`src/verilog/wdk_pkg.sv`:
```
// constants for the watchdog reload-source and routing block
// assumes one 200 MHz clock and a decoded host i/o cycle stream
package wdk_pkg;

  // ----------------------------------------------------------------
  // configuration indices
  // ----------------------------------------------------------------
  localparam logic [7:0]  IDX_COUNT_LOW    = 8'h38;
  localparam logic [7:0]  IDX_COUNT_MID    = 8'h39;
  localparam logic [7:0]  IDX_COUNT_HIGH   = 8'h3A;
  localparam logic [7:0]  IDX_IRQ_ROUTING  = 8'h70;
  localparam logic [7:0]  IDX_RELOAD_EN    = 8'hF1;
  localparam logic [7:0]  IDX_WIN_A_LOW    = 8'hF2;
  localparam logic [7:0]  IDX_WIN_A_HIGH   = 8'hF3;
  localparam logic [7:0]  IDX_WIN_B_LOW    = 8'hF4;
  localparam logic [7:0]  IDX_WIN_B_HIGH   = 8'hF5;
  localparam logic [7:0]  IDX_WIN_MASKS    = 8'hF6;

  // ----------------------------------------------------------------
  // i/o offsets from the device base, and the absolute post code port
  // ----------------------------------------------------------------
  localparam logic [15:0] OFS_COUNT_LOW    = 16'h0000;
  localparam logic [15:0] OFS_COUNT_MID    = 16'h0001;
  localparam logic [15:0] OFS_COUNT_HIGH   = 16'h0002;
  localparam logic [15:0] POST_CODE_PORT   = 16'h0080;

  // ----------------------------------------------------------------
  // fields of the reload enable register
  // ----------------------------------------------------------------
  localparam int          BIT_WIN_A_RD     = 0;
  localparam int          BIT_WIN_A_WR     = 1;
  localparam int          BIT_WIN_B_RD     = 2;
  localparam int          BIT_WIN_B_WR     = 3;
  localparam int          BIT_POST_CODE    = 4;

  // ----------------------------------------------------------------
  // routing codes
  // ----------------------------------------------------------------
  localparam logic [3:0]  ROUTE_OFF        = 4'h0;
  localparam logic [3:0]  ROUTE_SMI        = 4'h2;
  localparam logic [3:0]  ROUTE_IRQ8       = 4'h8;
  localparam logic [3:0]  ROUTE_LAST_IRQ   = 4'hC;

  // ----------------------------------------------------------------
  // reset values
  // ----------------------------------------------------------------
  localparam logic [3:0]  RST_ROUTING      = 4'h0;
  localparam logic [4:0]  RST_RELOAD_EN    = 5'h00;
  localparam logic [15:0] RST_WIN_BASE     = 16'h0000;
  localparam logic [7:0]  RST_WIN_MASKS    = 8'hFF;
  localparam logic [23:0] RST_COUNT        = 24'hFFFFFF;
  localparam logic [7:0]  UNMAPPED_DATA    = 8'h00;

  // ----------------------------------------------------------------
  // timing: clock rate and the decrement rate
  // ----------------------------------------------------------------
  localparam int          CLK_HZ           = 200_000_000;
  localparam int          TICK_HZ          = 32_768;
  localparam int          TICK_CYC         = CLK_HZ / TICK_HZ;
  localparam int          TICK_W           = 13;

endpackage : wdk_pkg

```
`src/verilog/wdk_top.sv`:
```
// watchdog down-counter with routing and reload-source logic
// assumes an upstream lpc decoder giving one-cycle i/o and config
// strobes on i_mclk; config-mode entry and the base register live
// outside, as do the initial value, status and control registers
//
// Behaviour
// - routing code zero: timeout raises neither irq nor smi
// - codes 1, 3..7 and 9..12 drive that irq line; code 2 drives smi
// - codes 8, 13, 14, 15 are disabled: no interrupt on timeout
// - write to port 80h reloads counter when enable bit 4 set
// - write into window b reloads counter when bit 3 set
// - read from window b reloads counter when bit 2 set
// - write into window a reloads counter when bit 1 set
// - read from window a reloads counter when bit 0 set
// - window a base, 16 bits read/write at indices f2h, f3h
// - window b base, 16 bits read/write at indices f4h, f5h
// - mask register f6h: window a mask in bits 7:4
// - mask register f6h: window b mask in bits 3:0
// - live count readable as bytes at base+0, +1, +2, low first
// - counter decrements at 32.768 khz, reloads from initial value
// - any write to the live count bytes reloads the counter
// - each window spans 1 to 16 bytes set by its mask
// - enabled port 80h or window reload also clears expiry flag
`timescale 1ns/10ps
module wdk_top #(
  parameter int P_TICK_CYC = wdk_pkg::TICK_CYC
) (
  // clock and reset
  input  wire logic        i_mclk,
  input  wire logic        i_nrst,
  // host i/o cycle, one-cycle strobe
  input  wire logic        i_io_valid,
  input  wire logic        i_io_write,
  input  wire logic [15:0] i_io_addr,
  input  wire logic [7:0]  i_io_wdata,
  output      logic [7:0]  o_io_rdata,
  // configuration access, one-cycle strobe
  input  wire logic        i_cfg_valid,
  input  wire logic        i_cfg_write,
  input  wire logic [7:0]  i_cfg_index,
  input  wire logic [7:0]  i_cfg_wdata,
  output      logic [7:0]  o_cfg_rdata,
  // neighbouring registers
  input  wire logic [15:0] i_dev_base,
  input  wire logic [23:0] i_init_value,
  input  wire logic        i_count_en,
  input  wire logic        i_flag_clr,
  // timeout outputs
  output      logic        o_expiry_flag,
  output      logic [15:0] o_irq,
  output      logic        o_smi
);
  import wdk_pkg::*;

  // ----------------------------------------------------------------
  // state
  // ----------------------------------------------------------------
  typedef struct packed {
    logic [3:0]        route;
    logic [4:0]        reload_en;
    logic [15:0]       win_a_base;
    logic [15:0]       win_b_base;
    logic [7:0]        masks;
    logic [23:0]       count;
    logic [TICK_W-1:0] div;
    logic              flag;
    logic [15:0]       irq;
    logic              smi;
    logic [7:0]        cfg_rdata;
    logic [7:0]        io_rdata;
  } wdk_state_s;

  wdk_state_s st_ff;
  wdk_state_s nxt_st;

  // ----------------------------------------------------------------
  // helpers
  // ----------------------------------------------------------------
  // masked compare
  // mask of 0..15 opens 1..16 bytes
  function automatic logic win_hit(input logic [15:0] addr,
                                   input logic [15:0] base,
                                   input logic [3:0]  mask);
    logic [15:0] care;
    care    = ~{12'h000, mask};
    win_hit = (addr & care) == (base & care);
  endfunction : win_hit

  function automatic logic route_is_irq(input logic [3:0] code);
    route_is_irq = (code != ROUTE_OFF) && (code != ROUTE_SMI) &&
                   (code != ROUTE_IRQ8) && (code <= ROUTE_LAST_IRQ);
  endfunction : route_is_irq

  function automatic logic [7:0] count_byte(input logic [23:0] cnt,
                                            input logic [1:0]  sel);
    count_byte = cnt[8*sel +: 8];
  endfunction : count_byte

  // ----------------------------------------------------------------
  // decode
  // ----------------------------------------------------------------
  logic [15:0] io_ofs;
  logic        io_live;
  logic        hit_a;
  logic        hit_b;
  logic        win_reload;
  logic        live_reload;
  logic        tick;

  assign io_ofs  = i_io_addr - i_dev_base;
  assign io_live = i_io_valid && (io_ofs <= OFS_COUNT_HIGH);
  assign hit_a   = i_io_valid &&
                   win_hit(i_io_addr, st_ff.win_a_base, st_ff.masks[7:4]);
  assign hit_b   = i_io_valid &&
                   win_hit(i_io_addr, st_ff.win_b_base, st_ff.masks[3:0]);

  always_comb begin
    win_reload = 1'b0;
    if (i_io_valid && i_io_write && i_io_addr == POST_CODE_PORT &&
        st_ff.reload_en[BIT_POST_CODE]) begin
      win_reload = 1'b1;
    end
    if (hit_b && i_io_write && st_ff.reload_en[BIT_WIN_B_WR]) begin
      win_reload = 1'b1;
    end
    if (hit_b && !i_io_write && st_ff.reload_en[BIT_WIN_B_RD]) begin
      win_reload = 1'b1;
    end
    if (hit_a && i_io_write && st_ff.reload_en[BIT_WIN_A_WR]) begin
      win_reload = 1'b1;
    end
    if (hit_a && !i_io_write && st_ff.reload_en[BIT_WIN_A_RD]) begin
      win_reload = 1'b1;
    end
  end

  assign live_reload = (io_live && i_io_write) ||
                       (i_cfg_valid && i_cfg_write &&
                        (i_cfg_index == IDX_COUNT_LOW ||
                         i_cfg_index == IDX_COUNT_MID ||
                         i_cfg_index == IDX_COUNT_HIGH));

  // long divider kept as a parameter so simulation can shorten it
  assign tick = (st_ff.div == TICK_W'(P_TICK_CYC - 1));

  // ----------------------------------------------------------------
  // next state
  // ----------------------------------------------------------------
  always_comb begin
    nxt_st = st_ff;

    nxt_st.div = tick ? '0 : st_ff.div + TICK_W'(1);

    // configuration writes
    if (i_cfg_valid && i_cfg_write) begin
      unique case (i_cfg_index)
        IDX_IRQ_ROUTING: nxt_st.route = i_cfg_wdata[3:0];
        IDX_RELOAD_EN:   nxt_st.reload_en = i_cfg_wdata[4:0];
        IDX_WIN_A_LOW:   nxt_st.win_a_base[7:0] = i_cfg_wdata;
        IDX_WIN_A_HIGH:  nxt_st.win_a_base[15:8] = i_cfg_wdata;
        IDX_WIN_B_LOW:   nxt_st.win_b_base[7:0] = i_cfg_wdata;
        IDX_WIN_B_HIGH:  nxt_st.win_b_base[15:8] = i_cfg_wdata;
        IDX_WIN_MASKS:   nxt_st.masks = i_cfg_wdata;
        default: ;
      endcase
    end

    // clear first so that a same-cycle expiry wins below
    if (i_flag_clr) begin
      nxt_st.flag = 1'b0;
    end

    if (win_reload || live_reload) begin
      nxt_st.count = i_init_value;
      if (win_reload) begin
        nxt_st.flag = 1'b0;
      end
    end else if (tick && i_count_en && st_ff.count != '0) begin
      nxt_st.count = st_ff.count - 24'h000001;
      if (st_ff.count == 24'h000001) begin
        nxt_st.flag = 1'b1;
      end
    end

    nxt_st.irq = '0;
    nxt_st.smi = 1'b0;
    if (nxt_st.flag && route_is_irq(nxt_st.route)) begin
      nxt_st.irq[nxt_st.route] = 1'b1;
    end
    if (nxt_st.flag && nxt_st.route == ROUTE_SMI) begin
      nxt_st.smi = 1'b1;
    end

    // config read data, one cycle after the strobe
    if (i_cfg_valid && !i_cfg_write) begin
      unique case (i_cfg_index)
        IDX_COUNT_LOW:   nxt_st.cfg_rdata = count_byte(st_ff.count, 2'd0);
        IDX_COUNT_MID:   nxt_st.cfg_rdata = count_byte(st_ff.count, 2'd1);
        IDX_COUNT_HIGH:  nxt_st.cfg_rdata = count_byte(st_ff.count, 2'd2);
        IDX_IRQ_ROUTING: nxt_st.cfg_rdata = {4'h0, st_ff.route};
        IDX_RELOAD_EN:   nxt_st.cfg_rdata = {3'h0, st_ff.reload_en};
        IDX_WIN_A_LOW:   nxt_st.cfg_rdata = st_ff.win_a_base[7:0];
        IDX_WIN_A_HIGH:  nxt_st.cfg_rdata = st_ff.win_a_base[15:8];
        IDX_WIN_B_LOW:   nxt_st.cfg_rdata = st_ff.win_b_base[7:0];
        IDX_WIN_B_HIGH:  nxt_st.cfg_rdata = st_ff.win_b_base[15:8];
        IDX_WIN_MASKS:   nxt_st.cfg_rdata = st_ff.masks;
        default:         nxt_st.cfg_rdata = UNMAPPED_DATA;
      endcase
    end

    if (io_live && !i_io_write) begin
      nxt_st.io_rdata = count_byte(st_ff.count, io_ofs[1:0]);
    end else if (i_io_valid && !i_io_write) begin
      nxt_st.io_rdata = UNMAPPED_DATA;
    end
  end

  // ----------------------------------------------------------------
  // registers
  // ----------------------------------------------------------------
  always_ff @(posedge i_mclk) begin
    if (!i_nrst) begin
      st_ff.route     <= RST_ROUTING;
      st_ff.reload_en <= RST_RELOAD_EN;
      st_ff.win_a_base <= RST_WIN_BASE;
      st_ff.win_b_base <= RST_WIN_BASE;
      st_ff.masks     <= RST_WIN_MASKS;
      st_ff.count     <= RST_COUNT;
      st_ff.div       <= '0;
      st_ff.flag      <= 1'b0;
      st_ff.irq       <= '0;
      st_ff.smi       <= 1'b0;
      st_ff.cfg_rdata <= UNMAPPED_DATA;
      st_ff.io_rdata  <= UNMAPPED_DATA;
    end else begin
      st_ff <= nxt_st;
    end
  end

  assign o_io_rdata    = st_ff.io_rdata;
  assign o_cfg_rdata   = st_ff.cfg_rdata;
  assign o_expiry_flag = st_ff.flag;
  assign o_irq         = st_ff.irq;
  assign o_smi         = st_ff.smi;
endmodule : wdk_top
```
`config.mk`:
```
export PLATFORM = sky130hd
export DESIGN_NAME = wdk_top
export DESIGN_NICKNAME = d
export VERILOG_FILES = /design/src/verilog/wdk_pkg.sv /design/src/verilog/wdk_top.sv
export SDC_FILE = /design/constraint.sdc
export NUM_CORES = 1
export LEC_CHECK = 0
export ABC_AREA = 1
export BUFFER_PORTS_ARGS = -buffer_cell sky130_fd_sc_hd__buf_2
export CORE_ASPECT_RATIO = 0.5
export CORE_MARGIN = 1
export CORE_UTILIZATION = 55
export CTS_CLUSTER_SIZE = 14
export DETAILED_ROUTE_END_ITERATION = 12
export HOLD_SLACK_MARGIN = 0.1
export PLACE_DENSITY_LB_ADDON = 0.12
export SETUP_SLACK_MARGIN = 0.05
export SLEW_MARGIN = 20
export SYNTH_ARGS = -nofsm -noshare
export SYNTH_HDL_FRONTEND = slang
export SYNTH_SLANG_ARGS = --single-unit
```
`constraint.sdc`:
```
create_clock -name i_mclk -period 6.1 [get_ports i_mclk]
set_input_delay 0.61 -clock i_mclk [delete_from_list [all_inputs] [get_ports i_mclk]]
set_output_delay 0.61 -clock i_mclk [all_outputs]
set_load 0.01 [all_outputs]
```
==> results.toml <==
[cells_and_area]
fill_cells = 1366
final_cell_mix = "nand2_1, inv_1, dfxtp_1"
area_growth_pct = 13.1
num_antenna_cells = 0
final_nets = 1426
finish.instance_area_um2 = 8970
multi_input_area_um2 = 4380
regArea_um2 = 2400
layout_commonest_cell = "nand2_1"
drive_above_1_share_pct = 13.7

[placed_design]
globalplace.congestion = 0.926
dp_hpwl_mm = 16.9
place_area_um2 = 8380
portBuffers = 113
dp_slack_ns = 2.01

[pwr]
p_leak_nw = 4.48
p_int_w = 0.00148
switching_share_pct = 27.1
ir_drop_uv = 146
p_comb_share_pct = 11.0
clockPowerShare_pct = 50.0
pwr-share-seq_pct = 39.1
p_per_area_nw_per_um2 = 226
p_sw_w = 0.000549
total_power_w = 0.00203

[grt]
antenna_found_initial = 0
grt_pass1_vias = 7458
grt_pass1_wl_mm = 35.8
grt_start_max_net_pins = 58
overflow = 0
grt_util_all_layers_pct = 31.0

[floorplan]
die_x_um = 172
floorplan.die_area_um2 = 14900
io_pins = 122
coreArea_um2 = 13800
start_util_pct = 57.4
fp-row-count = 30
die_h_um = 86.9

[status]
status = "complete, no violations"

[yosys]
synth.distinct_cells = 48
ys_ff_latch = 120
yosysSeqAreaShare_pct = 30.3
syn_area_um2 = 7940
yosys_warnings = 0
netlist_instances = 1244
async_flop_share_pct = 0
ys.flop_type = "dfxtp_1"
synth_edf_count = 0
avgSynthCellArea_um2 = 6.38

[worst_setup_path]
critPathCaptureType = "register"
cp-start-kind = "primary input"
critPathMaxFanout = 26
worstPathArrival_ns = 3.91
critPathRequiredTime_ns = 6.38
worstSetupPathType = "in2reg"

[sta]
timing.fmax_mhz = 275
hold_viol_final = 0
setup_ws_ns = 2.47
worst_pin_slew_ns = 0.986
min_period_ns = 3.63
fin_skew_ns = 0.0113
drv_slew = 0
relSlewSlack_pct = 34.0
min_period_over_period_pct = 59.5
final.setup.tns_ns = 0
setup_viol = 0
rsz0062_at_grt = "false"

[cts]
cts-root-buf = "clkbuf_16"
htree_levels = 4
clkSinkCount = 120
cts_tree = "yes"
clock_path_buffers = 2
post_cts_buffers = 0
clkLatencyLatePin_ns = 0.42
cts_resized = 0
cts_hold_buf = 0
cts_buffers = 17
path_clk_slew_ns = 0.06

[job]
drv_cap = 0

[detailed_routing]
via_per_inst = 5.36
ant_nets = 0
drt_iter0_markers = 772
drc = 0
drt_pass1_iterations = 6
drt_wl_total_mm = 22.3
detail_route.wl_per_cell_um = 14.7
vias = 8167

[worst_hold_path]
hp-class = "reg2reg"
layout make-up:
class	instances	area share [%]
timing repair buffer	117	6.64
multi-input combinational	858	48.8
sequential	120	26.8
inverter	204	8.53
clock inverter	14	1.67
clock buffer	18	4.89
tap	192	2.68
critical path, cell delays in order:
cell and delay, ns:
buf_2 0.12, inv_2 0.07, ha_1 0.22, fa_1 0.96
o21ai_0 0.18, nor2_1 0.13, nand3_1 0.08, nor2_1 0.09
nand2_1 0.06, nor2_1 0.09, nand2_1 0.07, nor2_2 0.15
nand3_4 0.31, nand3_4 0.36, nor2_4 0.18, nand2_1 0.13
nand3_1 0.07
per-stage QoR:
stage	cells	hold slack (ns)	util, %
floorplan	1249	0.429	-
global placement	1491	0.441	60.7
detailed placement	1491	0.450	60.7
CTS	1523	0.463	65.0
global route	1523	0.492	65.0
finish	1523	0.461	65.0
cell families (layout without fill, tap and decap cells):
group | after synthesis | in the layout | synth area share, %
simple gates | 616 | 616 | 34.3
xor+xnor | 42 | 42 | 4.64
buf+inv | 271 | 353 | 14.8
flops | 120 | 120 | 30.3
fa+ha+maj | 20 | 20 | 3.25
other cells | 1 | 6 | 0.0473
compound gates | 174 | 174 | 12.7
sequential cells by signal (all words and copies together), names as in the netlist:
name,cells
o_irq,16
st_ff,86
o_cfg_rdata,8
o_io_rdata,8
o_smi,1
o_expiry_flag,1
synth_stat cells (all sizes together), types with 2 or more instances:
| cell | count | area share (%) |
|---|---|---|
| nand3 | 99 | 6.7 |
| nor4 | 6 | 0.66 |
| inv | 199 | 9.4 |
| o21bai | 2 | 0.19 |
| o211ai | 8 | 0.76 |
| nor3b | 3 | 0.28 |
| nand2 | 334 | 16 |
| nor2 | 105 | 5.3 |
| clkbuf | 24 | 1.1 |
| a221oi | 4 | 0.44 |
| a211oi | 11 | 1.0 |
| nand4 | 39 | 3.2 |
| nand3b | 2 | 0.19 |
| or2 | 6 | 0.47 |
| o22ai | 24 | 1.9 |
| a21oi | 80 | 5.1 |
| buf | 43 | 4.0 |
| clkinv | 5 | 0.24 |
| o21ai | 38 | 2.5 |
| dfxtp | 120 | 30 |
| o221ai | 3 | 0.33 |
| nor3 | 17 | 1.1 |
| ha | 19 | 3.0 |
| xor2 | 41 | 4.5 |
| and2 | 3 | 0.24 |
layer usage:
metal / vias to the layer above / track usage [%] / share of wire [%]
met3: 57 / 5.68 / 8.5
met5: - / 0 / 0
met2: 332 / 50.8 / 43
li1: 4124 / - / -
met4: 0 / 11.3 / 2.8
met1: 3654 / 41.1 / 45
power by group through the flow:
stage	clock [W]	sequential, W	combinational, W
5_1_grt	0.00105	0.000792	0.000251
4_1_cts	0.00101	0.000792	0.000219
3_5_place_dp	0	0.000809	0.000218
3_3_place_gp	0	0.000809	0.000214
6_report	0.00101	0.000792	0.000222
2_1_floorplan	0	0.000808	0.000144
final timing paths:
kind,end,cells past startpoint,startpoint,slack (ns)
min reg2reg,o_cfg_rdata[5]$_SDFFE_PN0P_,2,o_cfg_rdata[5]$_SDFFE_PN0P_,0.46
min,o_cfg_rdata[5]$_SDFFE_PN0P_,2,o_cfg_rdata[5]$_SDFFE_PN0P_,0.46
max reg2reg,st_ff[52]$_SDFFE_PN1P_,15,st_ff[79]$_SDFFE_PN0P_,3.43
max,st_ff[52]$_SDFFE_PN1P_,17,i_io_addr[0],2.47
(Power assumes the default switching activity.)
